--- src/llps_pkg.sv ---
// Functional notes
// - Nonzero lag count hands both relays to staging.
// - At most two auxiliary pumps, one relay each.
// - Staging suppresses all other relay functions.
// - Lag pumps come on relay one first.
// - Stage needs pressure at or below setpoint minus offset.
// - Stage waits for the stage delay to elapse.
// - Stage first closes the next relay.
// - Then command maximum speed minus speed cut.
// - Hold reduced speed for hold time, then regulate.
// - Release needs pressure at or above setpoint plus offset.
// - Release waits for the release delay to elapse.
// - Release needs speed within minimum plus window.
// - Release first opens the removed pump's relay.
// - Then command minimum speed plus release boost.
// - Hold boosted speed for hold time, then regulate.
// - Multiplex needs lag count and rotation time nonzero.
// - Multiplex master closes relay when pressure is short.
// - First unit in, last out, is primary.
// - Primary role rotates each rotation cycle time.
// - A non-primary master is always second in.
`default_nettype none

package llps_pkg;

  // ---------------------------------------------------------------------------
  // Register offsets (byte addresses, one 32-bit word each).
  // ---------------------------------------------------------------------------
  localparam logic [7:0] LLPS_OFS_CTRL   = 8'h00; // Lag count and rotation time.
  localparam logic [7:0] LLPS_OFS_SETPT  = 8'h04; // Pressure setpoint.
  localparam logic [7:0] LLPS_OFS_POFS   = 8'h08; // Call and release pressure offsets.
  localparam logic [7:0] LLPS_OFS_DELAY  = 8'h0C; // Call and release delays in ticks.
  localparam logic [7:0] LLPS_OFS_HOLD   = 8'h10; // Call and release hold times in ticks.
  localparam logic [7:0] LLPS_OFS_FLIM   = 8'h14; // Minimum and maximum frequency.
  localparam logic [7:0] LLPS_OFS_SADJ   = 8'h18; // Speed cut and release boost.
  localparam logic [7:0] LLPS_OFS_WIN    = 8'h1C; // Release speed window.
  localparam logic [7:0] LLPS_OFS_STATUS = 8'h20; // Read-only status.

  // ---------------------------------------------------------------------------
  // Field positions.
  // ---------------------------------------------------------------------------
  localparam int LLPS_LO_LSB     = 0;  // Low half-word of a paired register.
  localparam int LLPS_HI_LSB     = 16; // High half-word of a paired register.
  localparam int LLPS_LAG_LSB    = 0;  // Lag pump count, two bits.
  localparam int LLPS_ST_RELAY   = 0;  // Status: relay bits 1:0.
  localparam int LLPS_ST_STAGE   = 2;  // Status: staging active.
  localparam int LLPS_ST_MUX     = 3;  // Status: multiplex active.
  localparam int LLPS_ST_PRIM    = 4;  // Status: primary unit, bits 5:4.
  localparam int LLPS_ST_COUNT   = 6;  // Status: running units, bits 7:6.
  localparam int LLPS_ST_PHASE   = 8;  // Status: phase, bits 9:8.
  localparam int LLPS_ST_OVR     = 10; // Status: speed override active.

  // ---------------------------------------------------------------------------
  // Reset values.
  // ---------------------------------------------------------------------------
  localparam logic [1:0]  LLPS_RST_LAG   = 2'h0;
  localparam logic [15:0] LLPS_RST_ZERO  = 16'h0000;
  localparam logic [15:0] LLPS_RST_FMAX  = 16'h0258; // 60.0 Hz in 0.1 Hz units.
  localparam logic [15:0] LLPS_RST_FMIN  = 16'h012C; // 30.0 Hz in 0.1 Hz units.
  localparam logic [1:0]  LLPS_MAX_LAG   = 2'h2;
  localparam logic [1:0]  LLPS_ONE_UNIT  = 2'h1;

  // ---------------------------------------------------------------------------
  // Timing.
  // ---------------------------------------------------------------------------
  localparam int LLPS_CLK_PERIOD_NS = 20;        // 50 MHz control clock.
  localparam int LLPS_TICK_NS       = 1_000_000; // One timer tick is 1 ms.
  localparam int LLPS_TICK_CYCLES   = LLPS_TICK_NS / LLPS_CLK_PERIOD_NS;
  localparam int LLPS_SEC_TICKS     = 1000;      // Ticks in one second.

  // Sequencing phases.
  typedef enum logic [1:0] {
    LLPS_REGULATE,
    LLPS_CALL_HOLD,
    LLPS_RELEASE_HOLD
  } llps_phase_t;

endpackage : llps_pkg

`default_nettype wire

--- src/llps_stager.sv ---
`default_nettype none

module llps_stager
  import llps_pkg::*;
#(
  parameter int unsigned TICK_CYCLES = LLPS_TICK_CYCLES, // Clock cycles per 1 ms tick.
  parameter int unsigned SEC_TICKS   = LLPS_SEC_TICKS    // Ticks per rotation second.
) (
  // Clock and reset.
  input  wire logic        clock,
  input  wire logic        rst,
  // Register port.
  input  wire logic [7:0]  reg_addr,
  input  wire logic [31:0] reg_wdata,
  input  wire logic        reg_wr,
  input  wire logic        reg_rd,
  output logic      [31:0] reg_rdata,
  // Process measurements from the drive.
  input  wire logic [15:0] pressure,
  input  wire logic [15:0] drive_freq,
  // Ordinary relay functions from the interface logic.
  input  wire logic [1:0]  relay_other_func,
  // Relay contacts and master control.
  output logic             relay_one_contact,
  output logic             relay_two_contact,
  output logic             master_run,
  // Speed override toward the pressure regulator.
  output logic             speed_override,
  output logic      [15:0] speed_override_value,
  // Mode indications.
  output logic             staging_active,
  output logic             multiplex_active,
  output logic      [1:0]  primary_unit
);

  // ---------------------------------------------------------------------------
  // Settings registers.
  // ---------------------------------------------------------------------------
  logic [1:0]  lag_setting;          // Raw lag pump count.
  logic [15:0] rotation_time;        // Rotation cycle time in seconds.
  logic [15:0] setpoint;             // Pressure setpoint.
  logic [15:0] call_pressure_offset; // Offset below setpoint for a call.
  logic [15:0] release_pressure_offset; // Offset above setpoint for a release.
  logic [15:0] call_delay;           // Call delay in ticks.
  logic [15:0] release_delay;        // Release delay in ticks.
  logic [15:0] call_hold_duration;   // Reduced-speed hold in ticks.
  logic [15:0] release_hold_duration; // Boosted-speed hold in ticks.
  logic [15:0] min_freq;             // Minimum drive frequency.
  logic [15:0] max_freq;             // Maximum drive frequency.
  logic [15:0] call_speed_cut;       // Speed reduction after a call.
  logic [15:0] release_speed_boost;  // Speed boost after a release.
  logic [15:0] release_speed_window; // Window above minimum for a release.

  // ---------------------------------------------------------------------------
  // Internal state.
  // ---------------------------------------------------------------------------
  llps_phase_t phase;                // Sequencing phase.
  llps_phase_t phase_q;              // Phase one cycle late, so the relay moves first.
  logic [31:0] tick_cnt;             // Tick prescaler.
  logic        tick;                 // One-cycle pulse every tick.
  logic [15:0] call_timer;           // Call delay timer.
  logic [15:0] release_timer;        // Release delay timer.
  logic [15:0] hold_timer;           // Hold timer for both hold phases.
  logic [15:0] sec_cnt;              // Ticks within the current second.
  logic [15:0] rot_cnt;              // Seconds since the last rotation.
  logic [1:0]  run_count;            // Units running, including the primary.
  logic [1:0]  primary;              // Current primary unit, zero is the master.
  logic [1:0]  relay_q;              // Relay contact flip-flops.

  // Combinational terms.
  logic [1:0]  lag_count;            // Lag count clamped to two.
  logic [1:0]  max_count;            // Largest number of running units.
  logic        stage_on;             // Lead/lag staging in force.
  logic        mux_on;               // Multiplex in force.
  logic        call_cond;            // Pressure has fallen far enough.
  logic        release_cond;         // Pressure has risen far enough.
  logic        window_cond;          // Speed sits in the release window.
  logic        call_now;             // All call conditions met.
  logic        release_now;          // All release conditions met.
  logic [16:0] call_level;           // Pressure plus call offset.
  logic [16:0] release_level;        // Setpoint plus release offset.
  logic [16:0] window_top;           // Minimum plus window.
  logic [16:0] boost_sum;            // Minimum plus boost.
  logic [15:0] cut_speed;            // Saturated reduced speed.
  logic [15:0] boost_speed;          // Saturated boosted speed.

  // Position of a unit in the staging order for a given primary.
  function automatic logic [1:0] llps_pos(input logic [1:0] unit, input logic [1:0] prim);
    logic [1:0] result;
    result = unit;
    if (prim != 2'h0) begin
      if (unit == prim) begin
        result = 2'h0;
      end else if (unit == 2'h0) begin
        result = 2'h1;
      end else begin
        result = 2'h2;
      end
    end
    return result;
  endfunction : llps_pos

  // ---------------------------------------------------------------------------
  // Mode decode and conditions.
  // ---------------------------------------------------------------------------

  // Clamp the lag count and decide which modes are in force.
  always_comb begin
    lag_count = (lag_setting > LLPS_MAX_LAG) ? LLPS_MAX_LAG : lag_setting;
    max_count = lag_count + LLPS_ONE_UNIT;
    stage_on  = (lag_count != 2'h0);
    mux_on    = stage_on && (rotation_time != LLPS_RST_ZERO);
  end

  // Compare pressure and speed against their thresholds in 17 bits.
  always_comb begin
    call_level    = {1'b0, pressure} + {1'b0, call_pressure_offset};
    release_level = {1'b0, setpoint} + {1'b0, release_pressure_offset};
    window_top    = {1'b0, min_freq} + {1'b0, release_speed_window};
    boost_sum     = {1'b0, min_freq} + {1'b0, release_speed_boost};
    call_cond     = (call_level <= {1'b0, setpoint});
    release_cond  = ({1'b0, pressure} >= release_level);
    window_cond   = (drive_freq >= min_freq) &&
                    ({1'b0, drive_freq} <= window_top);
    cut_speed     = (call_speed_cut < max_freq) ? (max_freq - call_speed_cut) : LLPS_RST_ZERO;
    boost_speed   = boost_sum[16] ? 16'hFFFF : boost_sum[15:0];
  end

  // Decide whether a call or a release fires this cycle.
  always_comb begin
    call_now    = stage_on && call_cond && (call_timer >= call_delay) &&
                  (run_count < max_count);
    release_now = stage_on && release_cond && window_cond &&
                  (release_timer >= release_delay) &&
                  (run_count > LLPS_ONE_UNIT);
  end

  // ---------------------------------------------------------------------------
  // Tick and rotation timing.
  // ---------------------------------------------------------------------------

  // Divide the clock down to a 1 ms tick.
  always_ff @(posedge clock) begin
    if (rst) begin
      tick_cnt <= 32'h0000_0000;
      tick     <= 1'b0;
    end else if (tick_cnt >= (TICK_CYCLES - 32'd1)) begin
      tick_cnt <= 32'h0000_0000;
      tick     <= 1'b1;
    end else begin
      tick_cnt <= tick_cnt + 32'd1;
      tick     <= 1'b0;
    end
  end

  // Count seconds and advance the primary role when the cycle time runs out.
  always_ff @(posedge clock) begin
    if (rst) begin
      sec_cnt <= LLPS_RST_ZERO;
      rot_cnt <= LLPS_RST_ZERO;
      primary <= 2'h0;
    end else if (!mux_on) begin
      // Outside multiplex the master stays primary.
      sec_cnt <= LLPS_RST_ZERO;
      rot_cnt <= LLPS_RST_ZERO;
      primary <= 2'h0;
    end else if (tick) begin
      if ({16'h0000, sec_cnt} >= (SEC_TICKS - 32'd1)) begin
        sec_cnt <= LLPS_RST_ZERO;
        if (rot_cnt >= (rotation_time - 16'h0001)) begin
          rot_cnt <= LLPS_RST_ZERO;
          primary <= (primary >= lag_count) ? 2'h0 : (primary + 2'h1);
        end else begin
          rot_cnt <= rot_cnt + 16'h0001;
        end
      end else begin
        sec_cnt <= sec_cnt + 16'h0001;
      end
    end
  end

  // ---------------------------------------------------------------------------
  // Delay timers.
  // ---------------------------------------------------------------------------

  // Call delay timer runs only while pressure stays low in the regulate phase.
  always_ff @(posedge clock) begin
    if (rst) begin
      call_timer <= LLPS_RST_ZERO;
    end else if (!call_cond || (phase != LLPS_REGULATE) || call_now) begin
      call_timer <= LLPS_RST_ZERO;
    end else if (tick && (call_timer != 16'hFFFF)) begin
      call_timer <= call_timer + 16'h0001;
    end
  end

  // Release delay timer runs only while pressure stays high in the regulate phase.
  always_ff @(posedge clock) begin
    if (rst) begin
      release_timer <= LLPS_RST_ZERO;
    end else if (!release_cond || (phase != LLPS_REGULATE) || release_now) begin
      release_timer <= LLPS_RST_ZERO;
    end else if (tick && (release_timer != 16'hFFFF)) begin
      release_timer <= release_timer + 16'h0001;
    end
  end

  // ---------------------------------------------------------------------------
  // Sequencer.
  // ---------------------------------------------------------------------------
  // Step the running count and the hold phases.
  always_ff @(posedge clock) begin
    if (rst) begin
      phase      <= LLPS_REGULATE;
      run_count  <= LLPS_ONE_UNIT;
      hold_timer <= LLPS_RST_ZERO;
    end else begin
      case (phase)
        LLPS_REGULATE: begin
          hold_timer <= LLPS_RST_ZERO;
          if (run_count > max_count) begin
            // A smaller lag count drops the surplus units at once.
            run_count <= max_count;
          end else if (call_now) begin
            run_count <= run_count + LLPS_ONE_UNIT;
            phase     <= LLPS_CALL_HOLD;
          end else if (release_now) begin
            run_count <= run_count - LLPS_ONE_UNIT;
            phase     <= LLPS_RELEASE_HOLD;
          end
        end
        LLPS_CALL_HOLD: begin
          if (hold_timer >= call_hold_duration) begin
            phase <= LLPS_REGULATE;
          end else if (tick) begin
            hold_timer <= hold_timer + 16'h0001;
          end
        end
        LLPS_RELEASE_HOLD: begin
          if (hold_timer >= release_hold_duration) begin
            phase <= LLPS_REGULATE;
          end else if (tick) begin
            hold_timer <= hold_timer + 16'h0001;
          end
        end
        default: begin
          phase <= LLPS_REGULATE;
        end
      endcase
    end
  end

  // Command the override speed one cycle after the relay has moved.
  always_ff @(posedge clock) begin
    if (rst) begin
      speed_override       <= 1'b0;
      speed_override_value <= LLPS_RST_ZERO;
    end else if (phase_q == LLPS_CALL_HOLD) begin
      speed_override       <= 1'b1;
      speed_override_value <= cut_speed;
    end else if (phase_q == LLPS_RELEASE_HOLD) begin
      speed_override       <= 1'b1;
      speed_override_value <= boost_speed;
    end else begin
      speed_override       <= 1'b0;
      speed_override_value <= LLPS_RST_ZERO;
    end
  end

  // ---------------------------------------------------------------------------
  // Relay outputs.
  // ---------------------------------------------------------------------------
  // Each relay follows its unit's place in the order, or its ordinary function.
  for (genvar i = 0; i < 2; i++) begin : g_relay
    always_ff @(posedge clock) begin
      if (rst) begin
        relay_q[i] <= 1'b0;
      end else if (stage_on) begin
        relay_q[i] <= (2'(i + 1) <= lag_count) &&
                      (llps_pos(2'(i + 1), primary) < run_count);
      end else begin
        relay_q[i] <= relay_other_func[i];
      end
    end
  end

  assign relay_one_contact = relay_q[0];
  assign relay_two_contact = relay_q[1];

  // Master run, mode flags, primary index and the delayed phase.
  always_ff @(posedge clock) begin
    if (rst) begin
      phase_q          <= LLPS_REGULATE;
      master_run       <= 1'b1;
      staging_active   <= 1'b0;
      multiplex_active <= 1'b0;
      primary_unit     <= 2'h0;
    end else begin
      phase_q          <= phase;
      master_run       <= !mux_on || (llps_pos(2'h0, primary) < run_count);
      staging_active   <= stage_on;
      multiplex_active <= mux_on;
      primary_unit     <= primary;
    end
  end

  // ---------------------------------------------------------------------------
  // Register port.
  // ---------------------------------------------------------------------------
  // Write decode for the settings registers.
  always_ff @(posedge clock) begin
    if (rst) begin
      lag_setting             <= LLPS_RST_LAG;
      rotation_time           <= LLPS_RST_ZERO;
      setpoint                <= LLPS_RST_ZERO;
      call_pressure_offset    <= LLPS_RST_ZERO;
      release_pressure_offset <= LLPS_RST_ZERO;
      call_delay              <= LLPS_RST_ZERO;
      release_delay           <= LLPS_RST_ZERO;
      call_hold_duration      <= LLPS_RST_ZERO;
      release_hold_duration   <= LLPS_RST_ZERO;
      min_freq                <= LLPS_RST_FMIN;
      max_freq                <= LLPS_RST_FMAX;
      call_speed_cut          <= LLPS_RST_ZERO;
      release_speed_boost     <= LLPS_RST_ZERO;
      release_speed_window    <= LLPS_RST_ZERO;
    end else if (reg_wr) begin
      case (reg_addr)
        LLPS_OFS_CTRL: begin
          lag_setting   <= reg_wdata[LLPS_LAG_LSB +: 2];
          rotation_time <= reg_wdata[LLPS_HI_LSB +: 16];
        end
        LLPS_OFS_SETPT: begin
          setpoint <= reg_wdata[LLPS_LO_LSB +: 16];
        end
        LLPS_OFS_POFS: begin
          call_pressure_offset    <= reg_wdata[LLPS_LO_LSB +: 16];
          release_pressure_offset <= reg_wdata[LLPS_HI_LSB +: 16];
        end
        LLPS_OFS_DELAY: begin
          call_delay    <= reg_wdata[LLPS_LO_LSB +: 16];
          release_delay <= reg_wdata[LLPS_HI_LSB +: 16];
        end
        LLPS_OFS_HOLD: begin
          call_hold_duration    <= reg_wdata[LLPS_LO_LSB +: 16];
          release_hold_duration <= reg_wdata[LLPS_HI_LSB +: 16];
        end
        LLPS_OFS_FLIM: begin
          min_freq <= reg_wdata[LLPS_LO_LSB +: 16];
          max_freq <= reg_wdata[LLPS_HI_LSB +: 16];
        end
        LLPS_OFS_SADJ: begin
          call_speed_cut      <= reg_wdata[LLPS_LO_LSB +: 16];
          release_speed_boost <= reg_wdata[LLPS_HI_LSB +: 16];
        end
        LLPS_OFS_WIN: begin
          release_speed_window <= reg_wdata[LLPS_LO_LSB +: 16];
        end
        default: begin
          // Writes elsewhere, status included, are ignored.
        end
      endcase
    end
  end

  // Read data stands for exactly one cycle after the read strobe.
  always_ff @(posedge clock) begin
    if (rst || !reg_rd) begin
      reg_rdata <= 32'h0000_0000;
    end else begin
      case (reg_addr)
        LLPS_OFS_CTRL:   reg_rdata <= {rotation_time, 14'h0000, lag_setting};
        LLPS_OFS_SETPT:  reg_rdata <= {16'h0000, setpoint};
        LLPS_OFS_POFS:   reg_rdata <= {release_pressure_offset, call_pressure_offset};
        LLPS_OFS_DELAY:  reg_rdata <= {release_delay, call_delay};
        LLPS_OFS_HOLD:   reg_rdata <= {release_hold_duration, call_hold_duration};
        LLPS_OFS_FLIM:   reg_rdata <= {max_freq, min_freq};
        LLPS_OFS_SADJ:   reg_rdata <= {release_speed_boost, call_speed_cut};
        LLPS_OFS_WIN:    reg_rdata <= {16'h0000, release_speed_window};
        LLPS_OFS_STATUS: begin
          reg_rdata                      <= 32'h0000_0000;
          reg_rdata[LLPS_ST_RELAY +: 2]  <= relay_q;
          reg_rdata[LLPS_ST_STAGE]       <= stage_on;
          reg_rdata[LLPS_ST_MUX]         <= mux_on;
          reg_rdata[LLPS_ST_PRIM +: 2]   <= primary;
          reg_rdata[LLPS_ST_COUNT +: 2]  <= run_count;
          reg_rdata[LLPS_ST_PHASE +: 2]  <= phase;
          reg_rdata[LLPS_ST_OVR]         <= speed_override;
          reg_rdata[LLPS_HI_LSB +: 16]   <= speed_override_value;
        end
        default:         reg_rdata <= 32'h0000_0000;
      endcase
    end
  end

endmodule : llps_stager

`default_nettype wire

--- config.mk ---
export PLATFORM = sky130hd
export DESIGN_NAME = llps_stager
export DESIGN_NICKNAME = d
export VERILOG_FILES = /design/src/llps_pkg.sv /design/src/llps_stager.sv
export SDC_FILE = /design/constraint.sdc
export NUM_CORES = 1
export LEC_CHECK = 0
export ABC_AREA = 1
export BUFFER_PORTS_ARGS = -buffer_cell sky130_fd_sc_hd__buf_2
export CORE_UTILIZATION = 35
export CTS_CLUSTER_DIAMETER = 150
export CTS_CLUSTER_SIZE = 20
export DETAILED_ROUTE_END_ITERATION = 6
export GPL_ROUTABILITY_DRIVEN = 0
export SLEW_MARGIN = 30
export SYNTH_ARGS = -nofsm -noshare
export SYNTH_HDL_FRONTEND = slang
export SYNTH_SLANG_ARGS = --single-unit
--- constraint.sdc ---
create_clock -name clock -period 4.54 [get_ports clock]
set_input_delay 0.908 -clock clock [delete_from_list [all_inputs] [get_ports clock]]
set_output_delay 0.908 -clock clock [all_outputs]
set_load 0.1 [all_outputs]
==> summary.txt <==
Status
  – Status: complete, no violations

Logic synthesis
  – Synth Area in XOR/XNOR: between 3 and 4%
  – Top FF cell, synth: dfxtp_1
  – Largest family of logic cells by synthesized area: compound AO/OA/AOI/OAI gates
  – Synth top area share: 34.28%
  – Largest area contributor in the netlist: dfxtp_1
  – Post-Synth Simple-Gate Area: between 10% and 20%
  – #FFs+latches synth: 387
  – Sequential fraction of the synthesis area: between 30% and 40%
  – Synth Area in Compound Gates: ~21%
  – Total number of yosys warnings: 0
  – Unique masters post-synth: 56
  – Syn Area/Cell: between 7 and 8 um^2
  – Netlist Area Pre-Place: approximately 23000 um^2
  – Post-synth EDFFs: 0
  – Area contributors post-synth: dfxtp_1 34%, ha_1 14%, a21oi_1 9.2%
  – Post-Synth Adder-Cell Area: between 10% and 20%
  – Post-synthesis mux area share: 0%
  – Asr flop ratio synth: 0%
  – Mapped Cells: between 3000 and 4000
  – Synth top cells by count: 414 x a21oi_1, 414 x inv_1, 391 x nand2_1

Place
  – IO Port Bufs: between 100 and 150
  – DP Wirelength: slightly below 60 mm
  – Setup WS pre-CTS: between 0.05 and 0.06 ns

Power
  – Leakage: around 10 nW
  – Power Dens Cells: about 270 nW/um^2
  – Worst vdd ir: slightly below 0.0003 V

Clocking
  – Post-CTS Setup Inserts: 0
  – Post-CTS sizing: 0
  – Max Root-Sink Buffers: 3
  – Cts bufs inserted: 23
  – CTS Sinks: approximately 390
  – Clk slew on worst S/H paths: about 0.09 ns
  – Hold buffer count at CTS: 0
  – Clock Tree Root: clkbuf_16
  – CTS tree: done
  – Clock Latency Late Sink: 0.61 ns
  – Htree depth: 1

Drt
  – Pre-antenna DRT Iters: 5
  – Via count: approximately 21000
  – DR WL/cell: between 15 and 20 um
  – Number of DRC markers in iteration 0: ~1800
  – # DRC: 0
  – Via/cell ratio: 5.200
  – ANT nets after route: 0
  – Total routed wirelength: around 75 mm

STA
  – Maximum operating frequency: 245.0 MHz
  – Final worst path period need: roughly 4 ns
  – Setup_tns: 0 ns
  – Clock skew: 0.05028 ns
  – Setup Viol. Count Final: 0
  – Max-slew headroom: approximately 30%
  – Unrepaired setup endpoints after global routing: false
  – Fin. Hold Viols: 0
  – Tightest Pin Transition: about 1.0 ns
  – Worst Setup Slack, final: ~0.46 ns
  – Fin. max-slew vios: 0
  – Final Cycle Share: about nine tenths
  – Hold slack final: approximately 0.45 ns

GRT
  – First-pass GRT wire length: about 110 mm
  – GRT Overall Usage: 22.34%
  – Vias in the first global route: 18845
  – Remaining global-route overflow: 0
  – Largest net degree at the start of global routing: between 200 and 250
  – Initial antenna violation count: 3

Critical path
  – Required time worst endpoint: ~5 ns
  – CP max FO: 16
  – Startpoint types: flip-flop
  – Flop2flop setup slack: 0.46 ns
  – Setup CP Type: flip-flop to flip-flop
  – Critical path arrival: approximately 4.6 ns
  – Crit end category: flip-flop

Final layout
  – Fill cells: 6725
  – Layout area overhead: 9.721%
  – Diodes inserted: 0
  – Final net count: around 3500
  – Ratio of cells with drive above 1 in the final layout: under 10%
  – Final core utilization: 39.10%

Die
  – Std cell rows: between 90 and 100
  – Die area: roughly 66000 um^2
  – Die height: between 200 and 300 um
  – Initial Util: a little over a third
  – Core area: between 60000 and 70000 um^2
  – Die width: about 260 um
  – I/O Pins: ~130

Job
  – Total of max-cap violations: 0

Worst hold path
  – Min-Delay Path Class: flip-flop to flip-flop
## logic make-up after synthesis
| family | Yosys count |
|---|---|
| simple gates | 939 |
| fa+ha+maj | 251 |
| buf+inv | 519 |
| xor+xnor | 98 |
| other cells | 1 |
| compound gates | 858 |
| flops | 387 |
## registers in the layout, indices dropped and copies added (netlist names), 16 cells and up
| name | count |
|---|---|
| hold_timer | 16 |
| rotation_time | 16 |
| call_speed_cut | 16 |
| setpoint | 16 |
| call_pressure_offset | 16 |
| min_freq | 16 |
| release_hold_duration | 16 |
| reg_rdata | 32 |
| call_hold_duration | 16 |
| release_delay | 16 |
| max_freq | 16 |
| rot_cnt | 16 |
| release_pressure_offset | 16 |
| call_delay | 16 |
| release_speed_window | 16 |
| call_timer | 16 |
| speed_override_value | 16 |
| release_speed_boost | 16 |
| tick_cnt | 32 |
| release_timer | 16 |
| sec_cnt | 16 |
## path summary, 6_finish.rpt
kind	startpoint	end	cells after the start
setup / recovery	release_pressure_offset[2]	release_timer[2]	19
hold / removal	sec_cnt[12]	sec_cnt[12]	2
setup reg to reg	release_pressure_offset[2]	release_timer[2]	19
hold reg to reg	sec_cnt[12]	sec_cnt[12]	2
## power by group
part | switching [mW] | total (mW) | internal [mW]
combinational | 0.719 | 0.987 | 0.268
clock | 1.24 | 2.16 | 0.920
sequential | 0.0639 | 3.51 | 3.44
total | 2.02 | 6.65 | 4.63
## cells in the final DEF, fill, tap and decap left out, types with 74 or more instances in the layout
master and n:
ha_1 246, nand2_1 391, buf_2 133, xor2_1 74
inv_1 414, nor2_1 261, nand3_1 94, a21oi_1 414
o21ai_0 275, dfxtp_1 387, nor3_1 77
## worst max-delay path, cell delays in order (launching register included)
cell	delay [ns]
dfxtp_1	0.50
ha_1	0.34
a21oi_1	0.17
nand2_1	0.15
nand3_1	0.12
o2111ai_1	0.26
a211oi_1	0.32
xor2_1	0.24
ha_1	0.28
nand2_1	0.07
nor2_1	0.04
nand3_1	0.07
nor2_1	0.04
nor3_1	0.13
nor2_1	0.06
nor2_1	0.11
nand3_1	0.23
nand3_2	0.19
nand3_2	0.34
nor3b_1	0.29
## through the flow
step           power [mW]  area (um^2)  cells
6_report            6.652        24800   4001
5_1_grt             6.933        24800   4001
4_1_cts             6.682        24790   4001
3_5_place_dp        4.554        24180   3976
3_3_place_gp        4.556        24180   3976
2_1_floorplan       4.230        22660   3068
## routing by layer
layer  wire length [um]  GRT usage [%]  up-vias  part of all wire, %
met1              33220          29.80     9515                   44
met2              34280          36.83      669                   46
met5                  0              0        -                    0
met4               2931          8.100        0                  3.9
li1                   -              -    10501                    -
met3               4891          2.753      121                  6.5
## final cells by class
cell class              count  area, um^2  share of cell area, %
clock buffers              23       575.6                  2.321
clock inverters             2       36.28                 0.1463
inverters                 422        1590                  6.413
multi-input cells        2162       12920                  52.09
flip-flops and latches    387        7747                  31.24
well taps                 846        1059                  4.269
repair buffers            159       873.3                  3.522
No activity file was read; power rests on OpenSTA's default activity.
